<file path="src/include/txd_pkg.sv">
// Shared constants and types of the transmit descriptor engine
package txd_pkg;

   // Register byte addresses on the plain register port
   localparam logic [7:0] REG_CMD = 8'h00;
   localparam logic [7:0] REG_CFG = 8'h04;
   localparam logic [7:0] REG_PTR = 8'h08;
   localparam logic [7:0] REG_ISR = 8'h0C;
   localparam logic [7:0] REG_IMR = 8'h10;
   localparam logic [7:0] REG_STAT = 8'h14;

   // Command register fields
   localparam int CMD_GO_BIT = 0;

   // Transmit configuration fields and reset value
   localparam int CFG_THR_LSB = 0;
   localparam int CFG_THR_W = 12;
   localparam int CFG_DLEN_LSB = 16;
   localparam int CFG_DLEN_W = 4;
   localparam logic [31:0] CFG_RESET = 32'h0003_0040;

   // Pointer reset value
   localparam logic [31:0] PTR_RESET = 32'h0000_0000;

   // Descriptor word indices within a descriptor read
   localparam logic [1:0] DW_LINK = 2'h0;
   localparam logic [1:0] DW_CMDSTS = 2'h1;
   localparam logic [1:0] DW_BUFPTR = 2'h2;

   // Command/status word fields
   localparam int CS_OWN_BIT = 31;
   localparam int CS_MORE_BIT = 30;
   localparam int CS_SIZE_W = 12;

   // Byte figures of the bus requests
   localparam logic [15:0] LINK_BYTES = 16'h0004;
   localparam logic [15:0] STATUS_BYTES = 16'h0002;
   localparam logic [31:0] STATUS_OFS = 32'h0000_0006;

   // Interrupt status bit positions
   localparam int EV_IDLE = 0;
   localparam int EV_PKT = 1;
   localparam int EV_DWR = 2;
   localparam int EV_W = 3;

   // Bus master request kinds
   typedef enum logic [1:0] {
      TXD_K_DREAD = 2'h0,
      TXD_K_DREFR = 2'h1,
      TXD_K_FRAG = 2'h2,
      TXD_K_SWR = 2'h3
   } txd_kind_t;

   // Engine states, Gray coded along the main path
   typedef enum logic [2:0] {
      TXD_IDLE = 3'h0,
      TXD_DREAD = 3'h1,
      TXD_FBLOCK = 3'h3,
      TXD_FREAD = 3'h2,
      TXD_DWRITE = 3'h6,
      TXD_ADV = 3'h7,
      TXD_DREFR = 3'h5
   } txd_state_t;

endpackage

</file>
<file path="src/logic/txd_irq.sv">
// Sticky interrupt status, mask and level interrupt output
module txd_irq
   import txd_pkg::*;
#(
   parameter int W = EV_W
) (
   input wire logic mclk,
   input wire logic rst_n,
   input wire logic ce,
   input wire logic [W-1:0] ev,
   input wire logic status_rd,
   input wire logic mask_wr,
   input wire logic [W-1:0] mask_wdata,
   output logic [W-1:0] status,
   output logic [W-1:0] mask,
   output logic irq
);

   // Sticky bits: a read clears, but an event in that cycle survives
   always_ff @(posedge mclk or negedge rst_n) begin
      if (!rst_n) begin
         status <= '0;
      end else if (ce) begin
         status <= (status_rd ? '0 : status) | ev;
      end
   end

   // Mask register, all sources masked after reset
   always_ff @(posedge mclk or negedge rst_n) begin
      if (!rst_n) begin
         mask <= '0;
      end else if (ce && mask_wr) begin
         mask <= mask_wdata;
      end
   end

   // Registered level output, one cycle behind the status bits
   always_ff @(posedge mclk or negedge rst_n) begin
      if (!rst_n) begin
         irq <= 1'b0;
      end else if (ce) begin
         irq <= |(status & mask);
      end
   end
endmodule

</file>
<file path="src/logic/txd_desc_cache.sv">
// One-entry transmit descriptor cache: link, command/status, fragment
module txd_desc_cache
   import txd_pkg::*;
(
   input wire logic mclk,
   input wire logic rst_n,
   input wire logic ce,
   input wire logic wr_en,
   input wire logic [1:0] wr_index,
   input wire logic [31:0] wr_data,
   input wire logic adv_en,
   input wire logic [CS_SIZE_W-1:0] adv_bytes,
   output logic [31:0] link,
   output logic [31:0] cmdsts,
   output logic [31:0] fragment_pointer,
   output logic [CS_SIZE_W-1:0] descriptor_byte_count
);

   // Words land by index; a refresh only brings the link word
   always_ff @(posedge mclk or negedge rst_n) begin
      if (!rst_n) begin
         link <= '0;
         cmdsts <= '0;
      end else if (ce && wr_en) begin
         if (wr_index == DW_LINK) begin
            link <= wr_data;
         end
         if (wr_index == DW_CMDSTS) begin
            cmdsts <= wr_data;
         end
      end
   end

   // Fragment pair, advanced by each granted data burst
   always_ff @(posedge mclk or negedge rst_n) begin
      if (!rst_n) begin
         fragment_pointer <= '0;
         descriptor_byte_count <= '0;
      end else if (ce) begin
         if (wr_en && wr_index == DW_BUFPTR) begin
            fragment_pointer <= wr_data;
         end else if (adv_en) begin
            fragment_pointer <= fragment_pointer + 32'(adv_bytes);
         end
         if (wr_en && wr_index == DW_CMDSTS) begin
            descriptor_byte_count <= wr_data[CS_SIZE_W-1:0];
         end else if (adv_en) begin
            descriptor_byte_count <= descriptor_byte_count - adv_bytes;
         end
      end
   end

endmodule

</file>
<file path="src/logic/txd_dma.sv">
// Transmit descriptor engine: list walker, cache, FIFO fill and handles
//
// Overview of operation
// - Idle, go set, done clear: read descriptor at pointer, config length.
// - Idle, go set, done set: read only the link word, then advance.
// - After descriptor read: owned waits for space, else idle plus status.
// - Space above threshold: burst min(free, remaining), reduce remaining.
// - Zero left, more-fragments set: write status clearing owner, advance.
// - Zero left, more-fragments clear: push pointer into FIFO as handle.
// - Data burst done returns to space wait; status write done advances.
// - Advance, non-null link: load pointer, clear done, read descriptor.
// - Advance, null link: set done, idle status, clear go, go idle.
// - Done flag clears on every pointer load, by engine or software.
// - Descriptor address sits in a 32-bit software-writable register.
// - Cache holds one fragment pointer and byte count pair.
// - Free space is FIFO size minus fill; usable only above threshold.
//
// Added by the designer: the placing of the registers and the strobed register port.
module txd_dma
   import txd_pkg::*;
#(
   parameter int FIFO_BYTES = 2048,
   parameter int FILL_W = 12
) (
   input wire logic mclk,
   input wire logic rstn,
   input wire logic ce,
   input wire logic [7:0] reg_addr,
   input wire logic [31:0] reg_wdata,
   input wire logic reg_wr,
   input wire logic reg_rd,
   output logic [31:0] reg_rdata,
   output logic irq,
   output logic mreq,
   output txd_kind_t mreq_kind,
   output logic [31:0] mreq_addr,
   output logic [15:0] mreq_len,
   output logic [15:0] mreq_wdata,
   input wire logic bus_transfer_complete,
   input wire logic mrd_valid,
   input wire logic [1:0] mrd_index,
   input wire logic [31:0] mrd_data,
   input wire logic [FILL_W-1:0] tx_fifo_fill_bytes,
   output logic handle_push,
   output logic [31:0] handle_data
);

   localparam logic [FILL_W-1:0] FIFO_SIZE = FILL_W'(FIFO_BYTES);

   // Reset release copy
   logic rst_meta_q;
   logic rst_n;

   // Software visible state
   logic transmit_go_bit;
   logic [31:0] tx_config_register;
   logic [31:0] tx_descriptor_pointer;
   logic current_desc_done_flag;

   // Engine state
   txd_state_t state_q;
   txd_state_t state_d;

   // Cache outputs
   logic [31:0] c_link;
   logic [31:0] c_cmdsts;
   logic [31:0] fragment_pointer;
   logic [CS_SIZE_W-1:0] descriptor_byte_count;

   // FIFO space and burst sizing
   logic [FILL_W-1:0] tx_fifo_free_bytes;
   logic [FILL_W-1:0] tx_fill_threshold_a;
   logic fifo_space_ok;
   logic [CS_SIZE_W-1:0] burst_bytes;

   // Register decode strobes
   logic wr_cmd;
   logic wr_cfg;
   logic wr_ptr;
   logic wr_imr;
   logic rd_isr;

   // Engine actions decided combinationally
   logic go_clear;
   logic done_set;
   logic ptr_load;
   logic frag_adv;
   logic [EV_W-1:0] events;
   logic [EV_W-1:0] int_status;
   logic [EV_W-1:0] int_mask;

   // Release reset through two flops so the engine leaves reset cleanly
   always_ff @(posedge mclk or negedge rstn) begin
      if (!rstn) begin
         rst_meta_q <= 1'b0;
         rst_n <= 1'b0;
      end else if (ce) begin
         rst_meta_q <= 1'b1;
         rst_n <= rst_meta_q;
      end
   end

   // Decode of the plain register port
   function automatic logic hit(input logic [7:0] a, input logic [7:0] ofs);
      hit = (a == ofs);
   endfunction

   assign wr_cmd = reg_wr && hit(reg_addr, REG_CMD);
   assign wr_cfg = reg_wr && hit(reg_addr, REG_CFG);
   assign wr_ptr = reg_wr && hit(reg_addr, REG_PTR);
   assign wr_imr = reg_wr && hit(reg_addr, REG_IMR);
   assign rd_isr = reg_rd && hit(reg_addr, REG_ISR);

   // Configuration register
   always_ff @(posedge mclk or negedge rst_n) begin
      if (!rst_n) begin
         tx_config_register <= CFG_RESET;
      end else if (ce && wr_cfg) begin
         tx_config_register <= reg_wdata;
      end
   end

   assign tx_fill_threshold_a =
      tx_config_register[CFG_THR_LSB +: CFG_THR_W];

   // Go bit: software writes one to set; the engine clears at list end.
   // A software set in the same cycle wins so a fresh append is not lost.
   always_ff @(posedge mclk or negedge rst_n) begin
      if (!rst_n) begin
         transmit_go_bit <= 1'b0;
      end else if (ce) begin
         if (wr_cmd && reg_wdata[CMD_GO_BIT]) begin
            transmit_go_bit <= 1'b1;
         end else if (go_clear) begin
            transmit_go_bit <= 1'b0;
         end
      end
   end

   // Descriptor pointer, software write takes precedence over engine load
   always_ff @(posedge mclk or negedge rst_n) begin
      if (!rst_n) begin
         tx_descriptor_pointer <= PTR_RESET;
      end else if (ce) begin
         if (wr_ptr) begin
            tx_descriptor_pointer <= reg_wdata;
         end else if (ptr_load) begin
            tx_descriptor_pointer <= c_link;
         end
      end
   end

   // Done flag: any pointer load clears it, list end sets it
   always_ff @(posedge mclk or negedge rst_n) begin
      if (!rst_n) begin
         current_desc_done_flag <= 1'b0;
      end else if (ce) begin
         if (wr_ptr || ptr_load) begin
            current_desc_done_flag <= 1'b0;
         end else if (done_set) begin
            current_desc_done_flag <= 1'b1;
         end
      end
   end

   // Free space against the fill threshold
   assign tx_fifo_free_bytes = FIFO_SIZE - tx_fifo_fill_bytes;
   assign fifo_space_ok = tx_fifo_free_bytes > tx_fill_threshold_a;

   // Burst is the smaller of free space and what the descriptor still holds
   assign burst_bytes =
      (CS_SIZE_W'(tx_fifo_free_bytes) < descriptor_byte_count) ?
      CS_SIZE_W'(tx_fifo_free_bytes) : descriptor_byte_count;

   // Cached descriptor; only accept bus words while a read is outstanding
   txd_desc_cache u_cache (
      .mclk(mclk),
      .rst_n(rst_n),
      .ce(ce),
      .wr_en(mrd_valid &&
             (state_q == TXD_DREAD || state_q == TXD_DREFR)),
      .wr_index(mrd_index),
      .wr_data(mrd_data),
      .adv_en(frag_adv),
      .adv_bytes(burst_bytes),
      .link(c_link),
      .cmdsts(c_cmdsts),
      .fragment_pointer(fragment_pointer),
      .descriptor_byte_count(descriptor_byte_count)
   );

   // Next state and the side actions taken on each transition
   always_comb begin
      state_d = state_q;
      go_clear = 1'b0;
      done_set = 1'b0;
      ptr_load = 1'b0;
      frag_adv = 1'b0;
      events = '0;
      case (state_q)
         TXD_IDLE: begin
            if (transmit_go_bit && !current_desc_done_flag) begin
               state_d = TXD_DREAD;
            end else if (transmit_go_bit) begin
               state_d = TXD_DREFR;
            end
         end
         TXD_DREFR: begin
            if (bus_transfer_complete) begin
               state_d = TXD_ADV;
            end
         end
         TXD_DREAD: begin
            if (bus_transfer_complete && c_cmdsts[CS_OWN_BIT]) begin
               state_d = TXD_FBLOCK;
            end else if (bus_transfer_complete) begin
               state_d = TXD_IDLE;
               events[EV_IDLE] = 1'b1;
            end
         end
         TXD_FBLOCK: begin
            // An exhausted descriptor is closed before any space check
            if (descriptor_byte_count == '0 && c_cmdsts[CS_MORE_BIT]) begin
               state_d = TXD_DWRITE;
            end else if (descriptor_byte_count == '0) begin
               state_d = TXD_ADV;
               events[EV_PKT] = 1'b1;
            end else if (fifo_space_ok) begin
               state_d = TXD_FREAD;
               frag_adv = 1'b1;
            end
         end
         TXD_FREAD: begin
            if (bus_transfer_complete) begin
               state_d = TXD_FBLOCK;
            end
         end
         TXD_DWRITE: begin
            if (bus_transfer_complete) begin
               state_d = TXD_ADV;
               events[EV_DWR] = 1'b1;
            end
         end
         TXD_ADV: begin
            if (c_link != '0) begin
               state_d = TXD_DREAD;
               ptr_load = 1'b1;
            end else begin
               state_d = TXD_IDLE;
               done_set = 1'b1;
               go_clear = 1'b1;
               events[EV_IDLE] = 1'b1;
            end
         end
         default: begin
            state_d = TXD_IDLE;
         end
      endcase
   end

   // State register
   always_ff @(posedge mclk or negedge rst_n) begin
      if (!rst_n) begin
         state_q <= TXD_IDLE;
      end else if (ce) begin
         state_q <= state_d;
      end
   end

   // Bus master requests: a one-cycle pulse with kind, address and length.
   // The pointer used is the one that will be current after this edge.
   always_ff @(posedge mclk or negedge rst_n) begin
      if (!rst_n) begin
         mreq <= 1'b0;
         mreq_kind <= TXD_K_DREAD;
         mreq_addr <= '0;
         mreq_len <= '0;
         mreq_wdata <= '0;
      end else if (ce) begin
         mreq <= 1'b0;
         if (state_q == TXD_IDLE && state_d == TXD_DREAD) begin
            mreq <= 1'b1;
            mreq_kind <= TXD_K_DREAD;
            mreq_addr <= tx_descriptor_pointer;
            mreq_len <= {10'h000,
               tx_config_register[CFG_DLEN_LSB +: CFG_DLEN_W], 2'h0};
         end else if (state_d == TXD_DREFR && state_q == TXD_IDLE) begin
            mreq <= 1'b1;
            mreq_kind <= TXD_K_DREFR;
            mreq_addr <= tx_descriptor_pointer;
            mreq_len <= LINK_BYTES;
         end else if (state_d == TXD_FREAD && state_q == TXD_FBLOCK) begin
            mreq <= 1'b1;
            mreq_kind <= TXD_K_FRAG;
            mreq_addr <= fragment_pointer;
            mreq_len <= 16'(burst_bytes);
         end else if (state_d == TXD_DWRITE && state_q == TXD_FBLOCK) begin
            // Only the upper half of command/status goes back, owner cleared
            mreq <= 1'b1;
            mreq_kind <= TXD_K_SWR;
            mreq_addr <= tx_descriptor_pointer + STATUS_OFS;
            mreq_len <= STATUS_BYTES;
            mreq_wdata <= {1'b0, c_cmdsts[30:16]};
         end else if (ptr_load) begin
            mreq <= 1'b1;
            mreq_kind <= TXD_K_DREAD;
            mreq_addr <= c_link;
            mreq_len <= {10'h000,
               tx_config_register[CFG_DLEN_LSB +: CFG_DLEN_W], 2'h0};
         end
      end
   end

   // Packet handle: the descriptor address follows the last data byte into
   // the FIFO so the completion path can find the last descriptor.
   always_ff @(posedge mclk or negedge rst_n) begin
      if (!rst_n) begin
         handle_push <= 1'b0;
         handle_data <= '0;
      end else if (ce) begin
         handle_push <= events[EV_PKT];
         if (events[EV_PKT]) begin
            handle_data <= tx_descriptor_pointer;
         end
      end
   end

   // Interrupt status, mask and output
   txd_irq #(
      .W(EV_W)
   ) u_irq (
      .mclk(mclk),
      .rst_n(rst_n),
      .ce(ce),
      .ev(events),
      .status_rd(rd_isr),
      .mask_wr(wr_imr),
      .mask_wdata(reg_wdata[EV_W-1:0]),
      .status(int_status),
      .mask(int_mask),
      .irq(irq)
   );

   // Read data one cycle after the strobe; unmapped offsets read zero
   always_ff @(posedge mclk or negedge rst_n) begin
      if (!rst_n) begin
         reg_rdata <= '0;
      end else if (ce) begin
         reg_rdata <= '0;
         if (reg_rd) begin
            case (reg_addr)
               REG_CMD: reg_rdata <= {31'h0, transmit_go_bit};
               REG_CFG: reg_rdata <= tx_config_register;
               REG_PTR: reg_rdata <= tx_descriptor_pointer;
               REG_ISR: reg_rdata <= {29'h0, int_status};
               REG_IMR: reg_rdata <= {29'h0, int_mask};
               REG_STAT: reg_rdata <= {13'h0, state_q,
                  3'h0, current_desc_done_flag, descriptor_byte_count};
               default: reg_rdata <= '0;
            endcase
         end
      end
   end

endmodule

</file>
<file path="config.mk">
export PLATFORM = sky130hd
export DESIGN_NAME = txd_dma
export DESIGN_NICKNAME = d
export VERILOG_FILES = /design/src/include/txd_pkg.sv /design/src/logic/txd_irq.sv /design/src/logic/txd_desc_cache.sv /design/src/logic/txd_dma.sv
export SDC_FILE = /design/constraint.sdc
export NUM_CORES = 1
export LEC_CHECK = 0
export ABC_AREA = 1
export BUFFER_PORTS_ARGS = -buffer_cell sky130_fd_sc_hd__buf_2
export CAP_MARGIN = 10
export CORE_ASPECT_RATIO = 0.5
export CORE_UTILIZATION = 45
export CTS_BUF_LIST = sky130_fd_sc_hd__clkbuf_4 sky130_fd_sc_hd__clkbuf_8 sky130_fd_sc_hd__clkbuf_16
export CTS_CLUSTER_SIZE = 24
export DETAILED_ROUTE_END_ITERATION = 7
export HOLD_SLACK_MARGIN = 0.06
export PLACE_DENSITY = 0.65
export SLEW_MARGIN = 20
export SYNTH_ARGS = -nofsm -noshare
export SYNTH_HDL_FRONTEND = slang
export SYNTH_SLANG_ARGS = --single-unit
</file>
<file path="constraint.sdc">
create_clock -name mclk -period 18.3 [get_ports mclk]
set_input_delay 0.915 -clock mclk [delete_from_list [all_inputs] [get_ports mclk]]
set_output_delay 0.915 -clock mclk [all_outputs]
set_load 0.02 [all_outputs]
</file>
==> run metrics <==
nets 2,593; CTS tree done; Placed Cells 2,913; critical path required time 18.73 ns; DR vias 16,400; largest net degree at the start of global routing 174; clk_skew 0.0194 ns; clock slew at reported path FFs 0.06 ns; DP Wirelength 45,600 um; Clock Tree Buf Depth 3; final setup vio count 0; commonest non-fill, non-tap cell in the layout nand2_1; Hold Vio Cnt, Final 0; die width 278 um; mapped cell area 17,100 sq um; Arr. time, crit path about 6.0 ns; vias in the first global route between 10,000 and 15,000; total gr overflow 0; FF-to-FF path depth 20; initial antenna violation count 0; HP Class input port to asynchronous set/reset pin; Lkg Pwr between 9 and 10 nW; most frequent cells in the layout nand2_1 (556), dfrtp_1 (293), inv_1 (271); uppermost layer routed met5; Period Utilization, post-route 30.2%; Syn Area/Cell around 7.5 sq um; crit-path max cell delay 0.50 ns; clock latency at the later pin of the worst-skew pair 0.59 ns; met2 WL 23,700 um; core box area 37,400 sq um; worst slack at placement 12.32 ns; CP Launch Type input port; die area 38,800 sq um; unrepaired setup endpoints after global routing no; Setup Buffers After CTS 0; R2R setup slack approximately 14 ns; GRT Util Overall slightly above 30%; status finished clean; power per cell area around 140 nW/um^2; antenna-violating nets left 0; ys async rst share 100%; met3 WL post-DR about 7400 um; Final Non-Filler Cells 2,965; EDFF count, synth 0; CP Capture Type flip-flop; Ports 226; DRT met1 WL 28,500 um; routed length per instance 20.5 um; register area share after synthesis 43.5%; Netlist cell types 58; vias per cell 5.54; post-route cell area 19,600 sq um; I/O Buffers 220; DR iter-0 viols 2,344; cts hold-fix bufs 0; routed wire length 60,900 um; routability cong. 0.999; Worst Setup EP u_cache.fragment_pointer[22]; CP Class input port to flip-flop; clk sinks slightly below 300; top_reg_cell synth dfrtp_1; H-tree depth 1; Post-DP Area 18,500 sq um; FMAX around 0.18 GHz; Die Span Y 140 um; WP buf/inv 5; worst setup margin 12.78 ns; Post-CTS Resized 0; Max VDD drop 0.0726 mV; most frequent CP cell nand2_1; ratio of cells with drive above 1 in the final layout about 14%; global-route wire length before repair 91,400 um; Starting Density about 46%; minimum clock period 5.52 ns; R2R Path Start u_cache.descriptor_byte_count[9]; Syn Inst Count roughly 2,300; Antenna Cells 0; drt pass-1 iters 6; Setup TNS Final 0 ns; area grow syn2layout 14.4%; kind of cell adding the most delay to the critical path simple AND/OR/NAND/NOR gates; DR DRC count 0; yosys synthesis warning count 0; Crit path depth 28; num rows 50; max-cap viol count 0; maximum fanout along the worst path 18; CTS Root Cell clkbuf_16; worst r2r dst u_cache.fragment_pointer[22]; crit path launch tx_fifo_fill_bytes[0]; Max stage delay cell, worst path o21ai_0; Worst-Margin Slew 1.06 ns; pins over their slew limit 0; CTS buffer count 29; Slew HR 29.2%; Yosys reg bits 297
[worst register-to-register path: stages (launching register included)]
cell	delay, ns
dfrtp_1	0.47
inv_1	0.34
ha_1	0.32
a21oi_1	0.12
o21ai_0	0.08
a21oi_1	0.12
nand2_1	0.33
o21ai_0	0.50
ha_1	0.28
inv_1	0.07
fa_1	0.40
o21ai_1	0.28
nand3_1	0.11
nand2_1	0.15
nand2_1	0.14
nor2_1	0.29
nand2_1	0.13
nor2_1	0.11
o21ai_1	0.08
nand2_1	0.08
o21ai_1	0.06
[cells in the mapped netlist (7+ instances only)]
| library cell | count | area [sq um] |
|---|---|---|
| buf_2 | 18 | 90.1 |
| nor3_1 | 30 | 150 |
| a22o_1 | 16 | 140 |
| nand4_1 | 26 | 163 |
| o21ai_0 | 257 | 1290 |
| a21oi_2 | 8 | 70.1 |
| nor2_1 | 226 | 848 |
| or2_2 | 7 | 43.8 |
| ha_1 | 48 | 601 |
| nand2_2 | 8 | 50.1 |
| a21oi_1 | 121 | 606 |
| o22ai_1 | 29 | 181 |
| buf_4 | 10 | 75.1 |
| inv_1 | 271 | 1020 |
| a31oi_1 | 9 | 56.3 |
| inv_2 | 10 | 37.5 |
| o21ai_1 | 15 | 75.1 |
| nand3_1 | 100 | 500 |
| clkbuf_1 | 62 | 233 |
| nand2_1 | 559 | 2100 |
| o211ai_1 | 27 | 203 |
| xnor2_1 | 11 | 96.3 |
| xor2_1 | 39 | 342 |
| dfrtp_1 | 294 | 7360 |
[metal layers]
layer  vias to the layer above  track usage [%]
met4                         2             5.21
met5                         -             1.59
met1                      7852             48.1
met3                        76             10.0
met2                       752             41.2
li1                       7758                -
[state kept, by name, indices dropped and copies added, names as in the netlist, 2 cells and up]
name,flops
tx_descriptor_pointer,32
u_irq.mask,3
mreq_kind,2
mreq_addr,32
u_cache.descriptor_byte_count,12
mreq_len,12
u_cache.cmdsts,16
mreq_wdata,15
u_irq.status,3
handle_data,32
tx_config_register,32
u_cache.link,32
state_q,3
u_cache.fragment_pointer,32
reg_rdata,32
[area by class of cell]
class / count / area, sq um
Inverter: 285 / 1070
Clock inverter: 12 / 229
Fill cell: 3675 / 17900
Timing Repair Buffer: 232 / 1200
Sequential cell: 297 / 7440
Multi-Input combinational cell: 1605 / 8150
Clock buffer: 40 / 846
Tap cell: 494 / 618
[how the worst min path moves through the flow]
stage | cells after the start | startpoint | slack (ns) | to
after floorplan | 1 | rst_meta_q | 0.44 | rst_meta_q
after CTS | 1 | rstn | 0.09 | rst_n
after global routing | 1 | rstn | 0.10 | rst_n
final | 1 | rstn | 0.10 | rst_n
after detailed placement | 0 | rst_n | 0.44 | reg_rdata[7]
after global placement | 0 | rst_n | 0.44 | reg_rdata[7]
[where the power goes]
group	internal (W)	switching (W)
combinational	0.000384	0.000753
sequential	0.000799	0.000176
clock	0.000408	0.000284
[kinds of logic (layout without fill, tap and decap cells)]
kind of cell	after synthesis	count (layout)	synth area share, %
and+or+nand+nor	983	983	24.1
AOI/OAI and AO/OA	511	511	16.7
buffers and inverters	385	569	9.04
DFF	297	297	43.5
adders and majority gates	50	50	3.75
xor gates and xnor gates	50	50	2.56
muxes	6	6	0.395
other	1	5	0.0219
[per-stage QoR]
stage                     util [%]  hold WS, ns  power (W)
after floorplan                  -        0.437    0.00171
after global placement        49.4        0.441    0.00206
after detailed placement      49.4        0.441    0.00208
after CTS                     52.3       0.0904    0.00277
after global routing          52.3        0.103    0.00297
final                         52.3        0.104    0.00280
Power figures use the tool's default switching activity.
